--- src/design/dspcf_pkg.sv ---
// Purpose: constants for the audio processing configuration register bank
// Assumes: apb slave, 32-bit data, 16-bit registers in the low half of each word
// Notes:   register index constants; byte address is four times the index
package dspcf_pkg;

  // bus geometry
  localparam int unsigned ADDR_W = 12;
  localparam int unsigned IDX_W  = 10;

  // register indices
  localparam logic [IDX_W-1:0] IDX_GATE_CTRL   = 10'h114;
  localparam logic [IDX_W-1:0] IDX_GATE_SLOPES = 10'h116;
  localparam logic [IDX_W-1:0] IDX_COMP_KNEE   = 10'h117;
  localparam logic [IDX_W-1:0] IDX_GATE_KNEE   = 10'h118;
  localparam logic [IDX_W-1:0] IDX_LOOPBACK    = 10'h11d;
  localparam logic [IDX_W-1:0] IDX_EQ_CTRL     = 10'h14f;
  localparam logic [IDX_W-1:0] IDX_EQ_LOW      = 10'h150;
  localparam logic [IDX_W-1:0] IDX_EQ_HIGH     = 10'h151;

  // values after reset
  localparam logic [15:0] RST_GATE_CTRL   = 16'h0000;
  localparam logic [15:0] RST_GATE_SLOPES = 16'h0000;
  localparam logic [15:0] RST_COMP_KNEE   = 16'h0000;
  localparam logic [15:0] RST_GATE_KNEE   = 16'h0000;
  localparam logic [15:0] RST_LOOPBACK    = 16'h0000;
  localparam logic [15:0] RST_EQ_CTRL     = 16'h0004;
  localparam logic [15:0] RST_EQ_LOW      = 16'h6318;
  localparam logic [15:0] RST_EQ_HIGH     = 16'h6300;

  // implemented bits of each register
  localparam logic [15:0] MSK_GATE_CTRL   = 16'h0090;
  localparam logic [15:0] MSK_GATE_SLOPES = 16'hffff;
  localparam logic [15:0] MSK_COMP_KNEE   = 16'h07ff;
  localparam logic [15:0] MSK_GATE_KNEE   = 16'h03ff;
  localparam logic [15:0] MSK_LOOPBACK    = 16'h0003;
  localparam logic [15:0] MSK_EQ_CTRL     = 16'h0007;
  localparam logic [15:0] MSK_EQ_LOW      = 16'hfffe;
  localparam logic [15:0] MSK_EQ_HIGH     = 16'hffc0;

  // field positions
  localparam int unsigned POS_GATE_ENABLE    = 7;
  localparam int unsigned POS_GATE_KNEE_OEN  = 4;
  localparam int unsigned POS_GATE_MIN_GAIN  = 12;
  localparam int unsigned POS_QR_THRESHOLD   = 10;
  localparam int unsigned POS_QR_DECAY       = 8;
  localparam int unsigned POS_EXPAND_SLOPE   = 6;
  localparam int unsigned POS_UPPER_SLOPE    = 3;
  localparam int unsigned POS_LOWER_SLOPE    = 0;
  localparam int unsigned POS_KNEE_INPUT     = 5;
  localparam int unsigned POS_KNEE_OUTPUT    = 0;
  localparam int unsigned POS_GKNEE_INPUT    = 5;
  localparam int unsigned POS_GKNEE_OUTPUT   = 0;
  localparam int unsigned POS_LOOP_ENABLE    = 1;
  localparam int unsigned POS_LOOP_SELECT    = 0;
  localparam int unsigned POS_EQ_SHARE       = 2;
  localparam int unsigned POS_EQ_SHARE_SRC   = 1;
  localparam int unsigned POS_EQ_ENABLE      = 0;
  localparam int unsigned POS_BAND_HI        = 11;
  localparam int unsigned POS_BAND_MID       = 6;
  localparam int unsigned POS_BAND_LO        = 1;

  // code limits and decode figures
  localparam logic [3:0] GATE_MIN_GAIN_RSV  = 4'hc;
  localparam logic [1:0] QR_DECAY_RSV       = 2'h3;
  localparam logic [2:0] UPPER_SLOPE_LIMIT  = 3'h5;
  localparam logic [2:0] UPPER_SLOPE_RSV    = 3'h6;
  localparam logic [2:0] LOWER_SLOPE_RSV    = 3'h5;
  localparam logic [5:0] KNEE_INPUT_MAX     = 6'h3c;
  localparam logic [4:0] KNEE_OUTPUT_RSV    = 5'h1f;
  localparam logic [4:0] BAND_GAIN_MAX      = 5'h18;
  localparam logic [5:0] BAND_GAIN_ZERO     = 6'h0c;
  localparam logic [5:0] QR_THRESHOLD_BASE  = 6'h0c;
  localparam logic [5:0] QR_THRESHOLD_STEP  = 6'h06;

endpackage

--- src/design/dspcf_regs.sv ---
// Purpose: apb register bank for the range controller, loopback router and equalizer
// Assumes: one clock, samples arrive synchronous to pclk with a valid strobe
// Notes:   pready is always high; read data is captured in the setup cycle
//
// The implementer's own choice: the APB slave port.
`timescale 1ns/100ps
module dspcf_regs
  import dspcf_pkg::*;
#(
  parameter int unsigned SAMPLE_W = 24  // audio sample width
) (
  // clock and reset
  input  wire logic                     pclk,
  input  wire logic                     presetn,
  // apb slave
  input  wire logic                     psel,
  input  wire logic                     penable,
  input  wire logic                     pwrite,
  input  wire logic [ADDR_W-1:0]        paddr,
  input  wire logic [31:0]              pwdata,
  input  wire logic [3:0]               pstrb,
  output logic                          pready,
  output logic [31:0]                   prdata,
  output logic                          pslverr,
  // audio samples in
  input  wire logic                     sample_valid,
  input  wire logic [SAMPLE_W-1:0]      adc_left,
  input  wire logic [SAMPLE_W-1:0]      adc_right,
  input  wire logic [SAMPLE_W-1:0]      dac_left,
  input  wire logic [SAMPLE_W-1:0]      dac_right,
  // audio interface port out
  output logic                          aif_valid,
  output logic [SAMPLE_W-1:0]           aif_left,
  output logic [SAMPLE_W-1:0]           aif_right,
  // range controller settings
  output logic                          gate_enable,
  output logic [3:0]                    gate_min_gain,
  output logic [1:0]                    quick_release_threshold,
  output logic [5:0]                    quick_release_threshold_db,
  output logic [1:0]                    quick_release_decay,
  output logic [1:0]                    gate_expansion_slope,
  output logic [3:0]                    gate_expansion_factor,
  output logic [2:0]                    upper_compress_slope,
  output logic                          limiter_mode,
  output logic [2:0]                    lower_compress_slope,
  output logic [5:0]                    knee_input_level,
  output logic [4:0]                    knee_output_level,
  output logic [4:0]                    gate_knee_input_level,
  output logic                          gate_knee_input_active,
  output logic [4:0]                    gate_knee_output_level,
  output logic                          gate_knee_output_active,
  // equalizer settings
  output logic                          equalizer_enable,
  output logic                          eq_coeff_share,
  output logic                          eq_coeff_share_source,
  output logic                          left_coeff_set,
  output logic                          right_coeff_set,
  output logic [4:0][4:0]               left_band_gain,
  output logic [4:0][5:0]               left_band_gain_db,
  // misuse indication
  output logic                          reserved_code
);

  // whole state of the block
  typedef struct packed {
    logic [15:0]         gate_ctrl;
    logic [15:0]         gate_slopes;
    logic [15:0]         comp_knee;
    logic [15:0]         gate_knee;
    logic [15:0]         loopback;
    logic [15:0]         eq_ctrl;
    logic [15:0]         eq_low;
    logic [15:0]         eq_high;
    logic [31:0]         rdata;
    logic                slverr;
    logic                aif_valid;
    logic [SAMPLE_W-1:0] aif_left;
    logic [SAMPLE_W-1:0] aif_right;
  } dspcf_state_t;

  localparam dspcf_state_t RST_STATE = '{
    gate_ctrl:   RST_GATE_CTRL,
    gate_slopes: RST_GATE_SLOPES,
    comp_knee:   RST_COMP_KNEE,
    gate_knee:   RST_GATE_KNEE,
    loopback:    RST_LOOPBACK,
    eq_ctrl:     RST_EQ_CTRL,
    eq_low:      RST_EQ_LOW,
    eq_high:     RST_EQ_HIGH,
    rdata:       32'h0000_0000,
    slverr:      1'b0,
    aif_valid:   1'b0,
    aif_left:    '0,
    aif_right:   '0
  };

  dspcf_state_t          st_ff;      // registered state
  dspcf_state_t          nxt_st;     // next state
  logic [IDX_W-1:0]      idx;        // word index of the access
  logic                  hit;        // address names a register
  logic [15:0]           rd_val;     // selected register contents
  logic [15:0]           lane_msk;   // byte enables widened to bits
  logic                  setup_ph;   // first cycle of a transfer
  logic                  wr_take;    // write completes this edge
  logic [SAMPLE_W:0]     dac_sum;    // sum of both dacs, one bit wider
  logic [SAMPLE_W-1:0]   dac_avg;    // mean of both dacs

  // merge write data into the implemented bits enabled by the strobes
  function automatic logic [15:0] wr_merge(
    input logic [15:0] old_v,
    input logic [15:0] fld_msk,
    input logic [15:0] lanes,
    input logic [15:0] data
  );
    logic [15:0] m;
    m = fld_msk & lanes;
    return (old_v & ~m) | (data & m);
  endfunction

  // apb decode
  assign idx      = paddr[ADDR_W-1:2];
  assign lane_msk = {{8{pstrb[1]}}, {8{pstrb[0]}}};
  assign setup_ph = psel && !penable;
  assign wr_take  = psel && penable && pwrite && hit;

  // mean of the dacs; the extra bit keeps the sum from wrapping
  assign dac_sum = {dac_left[SAMPLE_W-1], dac_left} + {dac_right[SAMPLE_W-1], dac_right};
  assign dac_avg = dac_sum[SAMPLE_W:1];

  // read select; bits outside a field are zero in storage already
  always_comb begin
    hit    = 1'b1;
    rd_val = 16'h0000;
    case (idx)
      IDX_GATE_CTRL:   rd_val = st_ff.gate_ctrl;
      IDX_GATE_SLOPES: rd_val = st_ff.gate_slopes;
      IDX_COMP_KNEE:   rd_val = st_ff.comp_knee;
      IDX_GATE_KNEE:   rd_val = st_ff.gate_knee;
      IDX_LOOPBACK:    rd_val = st_ff.loopback;
      IDX_EQ_CTRL:     rd_val = st_ff.eq_ctrl;
      IDX_EQ_LOW:      rd_val = st_ff.eq_low;
      IDX_EQ_HIGH:     rd_val = st_ff.eq_high;
      default:         hit = 1'b0;
    endcase
    // misaligned addresses are treated as unmapped
    if (paddr[1:0] != 2'h0) begin
      hit    = 1'b0;
      rd_val = 16'h0000;
    end
  end

  // next state: register writes, read capture and loopback
  always_comb begin
    nxt_st = st_ff;
    // read data and error are latched in setup so pready can stay high
    if (setup_ph) begin
      nxt_st.rdata  = pwrite ? 32'h0000_0000 : {16'h0000, rd_val};
      nxt_st.slverr = !hit;
    end
    // writes land only at the completing edge; masks keep spare bits zero
    if (wr_take) begin
      case (idx)
        IDX_GATE_CTRL: begin
          nxt_st.gate_ctrl = wr_merge(st_ff.gate_ctrl, MSK_GATE_CTRL, lane_msk,
                                      pwdata[15:0]);
        end
        IDX_GATE_SLOPES: begin
          nxt_st.gate_slopes = wr_merge(st_ff.gate_slopes, MSK_GATE_SLOPES, lane_msk,
                                        pwdata[15:0]);
        end
        IDX_COMP_KNEE: begin
          nxt_st.comp_knee = wr_merge(st_ff.comp_knee, MSK_COMP_KNEE, lane_msk,
                                      pwdata[15:0]);
        end
        IDX_GATE_KNEE: begin
          nxt_st.gate_knee = wr_merge(st_ff.gate_knee, MSK_GATE_KNEE, lane_msk,
                                      pwdata[15:0]);
        end
        IDX_LOOPBACK: begin
          nxt_st.loopback = wr_merge(st_ff.loopback, MSK_LOOPBACK, lane_msk,
                                     pwdata[15:0]);
        end
        IDX_EQ_CTRL: begin
          nxt_st.eq_ctrl = wr_merge(st_ff.eq_ctrl, MSK_EQ_CTRL, lane_msk,
                                    pwdata[15:0]);
        end
        IDX_EQ_LOW: begin
          nxt_st.eq_low = wr_merge(st_ff.eq_low, MSK_EQ_LOW, lane_msk,
                                   pwdata[15:0]);
        end
        IDX_EQ_HIGH: begin
          nxt_st.eq_high = wr_merge(st_ff.eq_high, MSK_EQ_HIGH, lane_msk,
                                    pwdata[15:0]);
        end
        default: begin
          nxt_st.eq_high = st_ff.eq_high;  // unmapped: nothing stored
        end
      endcase
    end
    // loopback router; aif_left and aif_right hold between sample strobes
    nxt_st.aif_valid = sample_valid;
    if (sample_valid) begin
      if (st_ff.loopback[POS_LOOP_ENABLE]) begin
        if (st_ff.loopback[POS_LOOP_SELECT]) begin
          nxt_st.aif_left  = dac_avg;
          nxt_st.aif_right = adc_right;
        end else begin
          nxt_st.aif_left  = adc_left;
          nxt_st.aif_right = dac_avg;
        end
      end else begin
        // normal record path
        nxt_st.aif_left  = adc_left;
        nxt_st.aif_right = adc_right;
      end
    end
  end

  // state register
  always_ff @(posedge pclk or negedge presetn) begin
    if (!presetn) begin
      st_ff <= RST_STATE;
    end else begin
      st_ff <= nxt_st;
    end
  end

  // bus answers; zero wait states
  assign pready  = 1'b1;
  assign prdata  = st_ff.rdata;
  assign pslverr = st_ff.slverr;

  // audio interface outputs
  assign aif_valid = st_ff.aif_valid;
  assign aif_left  = st_ff.aif_left;
  assign aif_right = st_ff.aif_right;

  // range controller fields
  assign gate_enable             = st_ff.gate_ctrl[POS_GATE_ENABLE];
  assign gate_min_gain           = st_ff.gate_slopes[POS_GATE_MIN_GAIN +: 4];
  assign quick_release_threshold = st_ff.gate_slopes[POS_QR_THRESHOLD +: 2];
  assign quick_release_decay     = st_ff.gate_slopes[POS_QR_DECAY +: 2];
  assign gate_expansion_slope    = st_ff.gate_slopes[POS_EXPAND_SLOPE +: 2];
  assign upper_compress_slope    = st_ff.gate_slopes[POS_UPPER_SLOPE +: 3];
  assign lower_compress_slope    = st_ff.gate_slopes[POS_LOWER_SLOPE +: 3];
  assign knee_input_level        = st_ff.comp_knee[POS_KNEE_INPUT +: 6];
  assign knee_output_level       = st_ff.comp_knee[POS_KNEE_OUTPUT +: 5];
  assign gate_knee_input_level   = st_ff.gate_knee[POS_GKNEE_INPUT +: 5];
  assign gate_knee_output_level  = st_ff.gate_knee[POS_GKNEE_OUTPUT +: 5];

  // threshold in dB: 12 plus 6 per step
  assign quick_release_threshold_db = QR_THRESHOLD_BASE
                                    + 6'(QR_THRESHOLD_STEP * {4'h0, quick_release_threshold});

  // expansion factor is a power of two, 1 means no expansion
  assign gate_expansion_factor = 4'(4'h1 << gate_expansion_slope);

  // slope code 5 on the upper region turns the compressor into a limiter
  assign limiter_mode = (upper_compress_slope == UPPER_SLOPE_LIMIT);

  // the gate knee only matters with the gate itself on
  assign gate_knee_input_active  = gate_enable;
  assign gate_knee_output_active = gate_enable
                                && st_ff.gate_ctrl[POS_GATE_KNEE_OEN];

  // equalizer control
  assign equalizer_enable      = st_ff.eq_ctrl[POS_EQ_ENABLE];
  assign eq_coeff_share        = st_ff.eq_ctrl[POS_EQ_SHARE];
  assign eq_coeff_share_source = st_ff.eq_ctrl[POS_EQ_SHARE_SRC];
  // coefficient set per channel: 0 left set, 1 right set
  assign left_coeff_set  = eq_coeff_share ? eq_coeff_share_source : 1'b0;
  assign right_coeff_set = eq_coeff_share ? eq_coeff_share_source : 1'b1;

  // band gain codes, band 1 in entry 0
  assign left_band_gain[0] = st_ff.eq_low[POS_BAND_HI +: 5];
  assign left_band_gain[1] = st_ff.eq_low[POS_BAND_MID +: 5];
  assign left_band_gain[2] = st_ff.eq_low[POS_BAND_LO +: 5];
  assign left_band_gain[3] = st_ff.eq_high[POS_BAND_HI +: 5];
  assign left_band_gain[4] = st_ff.eq_high[POS_BAND_MID +: 5];

  // gains as signed dB; reserved codes give meaningless values
  always_comb begin
    for (int b = 0; b < 5; b++) begin
      left_band_gain_db[b] = {1'b0, left_band_gain[b]} - BAND_GAIN_ZERO;
    end
  end

  // flag any reserved code left in a register; its effect is undefined
  always_comb begin
    reserved_code = (gate_min_gain >= GATE_MIN_GAIN_RSV)
                 || (quick_release_decay == QR_DECAY_RSV)
                 || (upper_compress_slope >= UPPER_SLOPE_RSV)
                 || (lower_compress_slope >= LOWER_SLOPE_RSV)
                 || (knee_input_level > KNEE_INPUT_MAX)
                 || (knee_output_level == KNEE_OUTPUT_RSV);
    for (int b = 0; b < 5; b++) begin
      if (left_band_gain[b] > BAND_GAIN_MAX) begin
        reserved_code = 1'b1;
      end
    end
  end

endmodule

--- config.mk ---
export PLATFORM = sky130hd
export DESIGN_NAME = dspcf_regs
export DESIGN_NICKNAME = d
export VERILOG_FILES = /design/src/design/dspcf_pkg.sv /design/src/design/dspcf_regs.sv
export SDC_FILE = /design/constraint.sdc
export NUM_CORES = 1
export LEC_CHECK = 0
export BUFFER_PORTS_ARGS = -buffer_cell sky130_fd_sc_hd__buf_2
export CORE_UTILIZATION = 30
export CTS_CLUSTER_DIAMETER = 150
export DETAILED_ROUTE_END_ITERATION = 10
export GPL_ROUTABILITY_DRIVEN = 0
export PLACE_DENSITY = 0.57
export SYNTH_ARGS = -nofsm -noshare
export SYNTH_HDL_FRONTEND = slang
export SYNTH_SLANG_ARGS = --single-unit
--- constraint.sdc ---
create_clock -name pclk -period 2.1 [get_ports pclk]
set_input_delay 0.42 -clock pclk [delete_from_list [all_inputs] [get_ports pclk]]
set_output_delay 0.42 -clock pclk [all_outputs]
set_load 0.01 [all_outputs]
==> out/results.txt, run 1 <==
Tot GR Track Use: 0.195
Fin crit period: 2.45 ns
Area Overhead vs Synth: 29.6%
Effective utilization at floorplan: 0.306
Area leader, netlist: dfrtp_1
DRT Pass-1 Iters: 5
Period Utilization, post-route: 1.17
Fraction of registers with async set/reset: 1.00
Seq/Total Area, Yosys: 0.362
RSZ-0062 raised after global routing: true
1st-iter DRT viols: 436
Die ar.: 32,000 sq um
Critical Path Sink Type: primary output
Worst-path clk slew: 0.08 ns
Post-DP Area: 11,400 sq um
Post-synthesis cell count: 996
Post-Route Utilization: 0.396
Port bufs: 308
Skew final: 0.0231 ns
Io pins: 345
Mapped cell area: 9380 sq um
Post-synth EDFFs: 0
Vias: 8,397
CP Class: register to primary output
Vias in the first global route: 8,087
Detailed Route WL: 31,200 um
Final ANT Viol Nets: 0
Buffer and inverter count on the worst path: 1
Drt drc: 0
Peak Freq: 408 MHz
Mapped Avg Cell Area: 9.41 sq um
Fill cells: 3,124
Arr. time, crit path: 2.03 ns
Clock Path Buffers: 2
Final hold violations: 0
Max-cap viol count: 0
Rel. slew slack: 0.637
Netlist cell types: 78
Crit Path Max Fanout: 2
CP top delay family: flip-flops
Failing checks: negative setup slack
FF-to-FF setup slack: 0.47 ns
Die X: 179 um
Global-route wire length before repair: 46,500 um
# diodes: 0
Dpl hpwl: 24,500 um
# rows: 64
Post-Layout Inst Area: 12,200 sq um
Leak: 6.09 nW
Final net count: 1,476
Clock root buffer: clkbuf_16
Num CTS Buffers: 17
Worst-Margin Slew: 0.537 ns
Die Ht: 179 um
Area of the multi-input gates: 4730 sq um
Initial antenna violation count: 2
Slew Limit Fails: 0
Setup violations, final: 6
Clock Latency Late Sink: 0.45 ns
Vias/cell: 4.95
Startpoint types: register
Worst path slowest cell: dfstp_2
Total of warnings raised by yosys: 0
CP Cell Sequence: ha_4 > a21oi_4 > a31oi_2 > nand4_1 > or3_4 > buf_6
Layout cells sized above 1: 0.481
Area contributors post-synth: dfrtp_1, buf_4, mux2_2
Pin count of the biggest net entering global routing: 50
Yosys top cell area share: 0.331
Seq. cell area: 3400 sq um
Power per standard cell area: 603 nW/um^2
H-tree depth: 4
Prevailing post-synth register cell: dfrtp_1
Crit path required time: 1.68 ns
Worst Setup Slack, final: -0.353 ns
Grt total ovfl: 0
VDD IR max: 0.000541 V
Min-delay worst type: primary input to register
Slowest stage delay, CP: 0.56 ns
Clk sinks: 135
Status: finished, violations left
WL/cell: 18.4 um
CTS tree: built
Yosys reg bits: 135
Core Area: 30,700 sq um
Pwr Total: 7.33 mW
[synthesized netlist by cell type, drive strengths merged (3+ instances only)]
cell type and n:
a211oi 3, a21o 10, a21oi 44, a221oi 5, a222oi 5, a22oi 6
a311o 3, a31oi 32, and2 7, and3 7, buf 169, clkbuf 30
dfrtp 124, dfstp 11, ha 37, inv 27, mux2 74, mux2i 13
nand2 88, nand2b 9, nand3 27, nand4 17, nor2 66, nor2b 25
nor3 10, nor3b 4, nor4 5, nor4b 6, o2111ai 3, o211a 3
o211ai 3, o21a 5, o21ai 51, o221ai 4, o22ai 5, o2bb2ai 4
xnor2 18
[logic make-up (layout without fill, tap and decap cells)]
| family | after synthesis | in the layout | synth area share |
|---|---|---|---|
| and+or+nand+nor | 287 | 287 | 0.168 |
| buffers and inverters | 226 | 515 | 0.155 |
| AOI/OAI and AO/OA | 201 | 201 | 0.142 |
| DFF | 135 | 135 | 0.362 |
| muxes | 87 | 87 | 0.103 |
| adders and majority gates | 38 | 38 | 0.0515 |
| xor gates and xnor gates | 20 | 20 | 0.0187 |
| other | 2 | 18 | 0.000801 |
[per-layer routing]
layer	part of all wire	up-vias	GRT usage
met5	0.00077	-	0
met4	0.023	4	0.0685
met3	0.066	42	0.0418
met2	0.49	363	0.337
met1	0.42	4034	0.238
li1	-	3954	-
[tightest hold or removal path, delay by kind of cell]
kind	cells	cell delay [ns]
AO/OA/AOI/OAI	1	0.06
buffers and inverters	1	0.07
AND/OR/NAND/NOR	1	0.05
[cell type report]
| class | instances | share of cell area |
|---|---|---|
| inverters | 27 | 0.00834 |
| clock inverters | 14 | 0.0146 |
| multi-input cells | 651 | 0.389 |
| repair buffers | 456 | 0.231 |
| well taps | 396 | 0.0408 |
| clock buffers | 18 | 0.0361 |
| flip-flops and latches | 135 | 0.280 |
[final timing paths]
| path | startpoint | endpoint | cells past startpoint |
|---|---|---|---|
| setup / recovery | register | reserved_code | 6 |
| hold / removal | adc_left[15] | aif_left[15] | 3 |
| setup reg to reg | register | aif_left[21] | 6 |
| hold reg to reg | prdata[9] | prdata[9] | 2 |
| max in group asynchronous | presetn | async pin | 3 |
| min in group asynchronous | presetn | async pin | 2 |
[report_power, final]
part / switching [mW] / internal (mW)
Sequential: 0.0507 / 2.69
Clock: 1.41 / 1.85
Combinational: 0.732 / 0.609
[stage by stage]
step	setup slack, ns	hold slack (ns)	instances	TNS [ns]
after floorplan	-0.254	0.124	1012	-1.60
after global placement	-0.511	0.354	1662	-20.40
after detailed placement	-0.516	0.356	1662	-22.86
after CTS	-0.371	0.174	1694	-0.371
after global routing	-0.442	0.203	1697	-1.39
final	-0.353	0.197	1697	-0.718
[repair_timing]
item                                    CTS  global route
endpoints found under the setup margin    9            10
hold buffers                              1             0
resized for setup                         8            20
setup buffers                             0             3
hold endpoints to repair                 30             0
pin swaps                                 3             9
[cell usage in the layout, fill, tap and decap left out, drive strengths merged, types with 4 or more instances in the layout]
cell type,n
inv,37
nor4b,6
nand3,27
ha,37
xnor2,18
and3,7
nor4,5
a221oi,5
a222oi,5
o21a,5
dfrtp,124
clkbuf,18
conb,18
nor2,66
and2,7
nand2,88
nor3b,4
nor2b,25
a21o,10
nand2b,9
o21ai,51
dfstp,11
buf,455
nand4,17
o2bb2ai,4
nor3,10
a21oi,44
a22oi,6
mux2i,13
mux2,74
o221ai,4
a31oi,32
o22ai,5
Power figures use the tool's default switching activity.
==> run 2, diff against run 1 <==
--- a/config.mk
+++ b/config.mk
@@ -6,11 +6,13 @@
 export NUM_CORES = 1
 export LEC_CHECK = 0
 export BUFFER_PORTS_ARGS = -buffer_cell sky130_fd_sc_hd__buf_2
+export CELL_PAD_IN_SITES_DETAIL_PLACEMENT = 0
+export CELL_PAD_IN_SITES_GLOBAL_PLACEMENT = 1
 export CORE_UTILIZATION = 30
 export CTS_CLUSTER_DIAMETER = 150
 export DETAILED_ROUTE_END_ITERATION = 10
 export GPL_ROUTABILITY_DRIVEN = 0
-export PLACE_DENSITY = 0.57
+export PLACE_DENSITY = 0.72
 export SYNTH_ARGS = -nofsm -noshare
 export SYNTH_HDL_FRONTEND = slang
 export SYNTH_SLANG_ARGS = --single-unit
==> run 2 against run 1 <==
Compared with the run above: the run still ends with negative setup slack left; total power fell by 1.8%; critical path depth did not move; critical path type unchanged; clock power fell by 5%; largest power group unchanged; cell area fell by 0.29%.
==> out/results.txt, run 2 (same netlist as run 1, synthesis figures left out) <==
Status: finished, violations left
Failing checks: negative setup slack
Final ANT Viol Nets: 0
Pre-CTS WS: -0.569 ns
Pwr Total: 7.20 mW
Fin crit period: 2.37 ns
Detailed Route WL: 31,100 um
Switching power total: 2.16 mW
Die ar.: 32,000 sq um
DRT Pass-1 Iters: 6
Global-route wire length before repair: 46,700 um
Max-cap viol count: 0
Port bufs: 308
Min-delay worst type: primary input to register
Critical Path Sink Type: primary output
Worst-Margin Slew: 0.544 ns
Crit Path Max Fanout: 2
1st-iter DRT viols: 389
Clock root buffer: clkbuf_16
Layout cells sized above 1: 0.479
CTS tree: built
# diodes: 0
Rel. slew slack: 0.632
# rows: 64
Worst-path clk slew: 0.07 ns
Leak: 6.07 nW
Dpl hpwl: 24,500 um
R2R cell count: 4
Worst setup endpoint: reserved_code
Seq pwr share: 0.380
Fin Setup TNS: -0.408 ns
Period Utilization, post-route: 1.13
Tot GR Track Use: 0.194
Reg2reg end: aif_right[22]
Post-Layout Inst Area: 12,100 sq um
Crit path required time: 1.68 ns
Die X: 179 um
CP Class: register to primary output
Vias/cell: 4.90
Clock Latency Late Sink: 0.43 ns
VDD IR max: 0.000421 V
Die Ht: 179 um
Commonest cells after routing, fill and taps aside: buf_2, buf_4, dfrtp_1
Grt total ovfl: 0
H-tree depth: 4
Vias in the first global route: 8,190
Slew Limit Fails: 0
Clock Path Buffers: 2
Core Area: 30,700 sq um
Worst Setup Slack, final: -0.266 ns
Startpoint types: register
Io pins: 345
Final hold violations: 0
Pin count of the biggest net entering global routing: 84
Final net count: 1,478
Skew final: 0.0146 ns
Most common cell after layout, fill and taps aside: buf_2
Vias: 8,320
Area Overhead vs Synth: 29.2%
Setup violations, final: 4
FF-to-FF setup slack: 0.43 ns
Power per standard cell area: 594 nW/um^2
Arr. time, crit path: 1.95 ns
Comb power frac: 0.191
Clock Power Share: 0.428
Fill cells: 3,098
Sw Ratio: 0.300
Num CTS Buffers: 17
Clk sinks: 135
Post-DP Area: 11,400 sq um
Effective utilization at floorplan: 0.306
Int Pwr: 5.04 mW
Drt drc: 0
RSZ-0062 raised after global routing: true
Peak Freq: 423 MHz
WL/cell: 18.3 um
Initial antenna violation count: 2
## run 2: worst min path at each step
| stage | from | endpoint | cells past startpoint |
|---|---|---|---|
| global placement | presetn | pslverr | 2 |
| CTS | adc_left[4] | aif_left[4] | 3 |
| global route | adc_left[15] | aif_left[15] | 3 |
| floorplan | presetn | async pin | 0 |
| detailed placement | presetn | pslverr | 2 |
| finish | adc_left[4] | aif_left[4] | 3 |
## run 2: area by class of cell
class,count,area [sq um],area share
multi-input cells,651,4740,0.391
flip-flops and latches,135,3390,0.280
repair buffers,458,2800,0.231
well taps,396,495,0.0409
clock buffers,18,439,0.0362
clock inverters,14,150,0.0124
inverters,27,101,0.00836
## run 2: metrics by stage
stage | hold WS (ns) | util | instances
5_1_grt | 0.208 | 0.395 | 1699
2_1_floorplan | 0.124 | - | 1012
4_1_cts | 0.187 | 0.393 | 1699
3_5_place_dp | 0.426 | 0.371 | 1663
6_report | 0.221 | 0.395 | 1699
3_3_place_gp | 0.422 | 0.371 | 1663
## run 2: routing by layer
metal | vias to the layer above | global-route usage | wire length (um) | part of all wire
li1 | 3957 | - | - | -
met1 | 3991 | 0.238 | 13200 | 0.42
met4 | 4 | 0.0565 | 462 | 0.015
met3 | 34 | 0.0420 | 1960 | 0.063
met5 | - | 0 | 23 | 0.00074
met2 | 334 | 0.340 | 15400 | 0.50
## run 2: what timing repair did
item / in CTS / in global routing
gates cloned: 0 / 0
hold endpoints to repair: 50 / 0
hold buffers: 1 / 0
pin swaps: 9 / 6
setup endpoints to repair: 6 / 21
resized for setup: 11 / 16
buffers inserted: 3 / 0
## run 2: critical path: stages, from the launching register on
cell,delay (ns)
dfstp_2,0.56
ha_4,0.14
a21oi_4,0.06
a31oi_2,0.18
nand4_1,0.11
or3_4,0.34
buf_6,0.13
## run 2: power groups by stage
| stage | clock network, mW | logic [mW] | registers (mW) |
|---|---|---|---|
| finish | 3.09 | 1.38 | 2.74 |
| global route | 3.30 | 1.51 | 2.75 |
| CTS | 3.18 | 1.37 | 2.74 |
| detailed placement | 0 | 1.34 | 2.79 |
| global placement | 0 | 1.33 | 2.79 |
| floorplan | 0 | 0.773 | 2.77 |
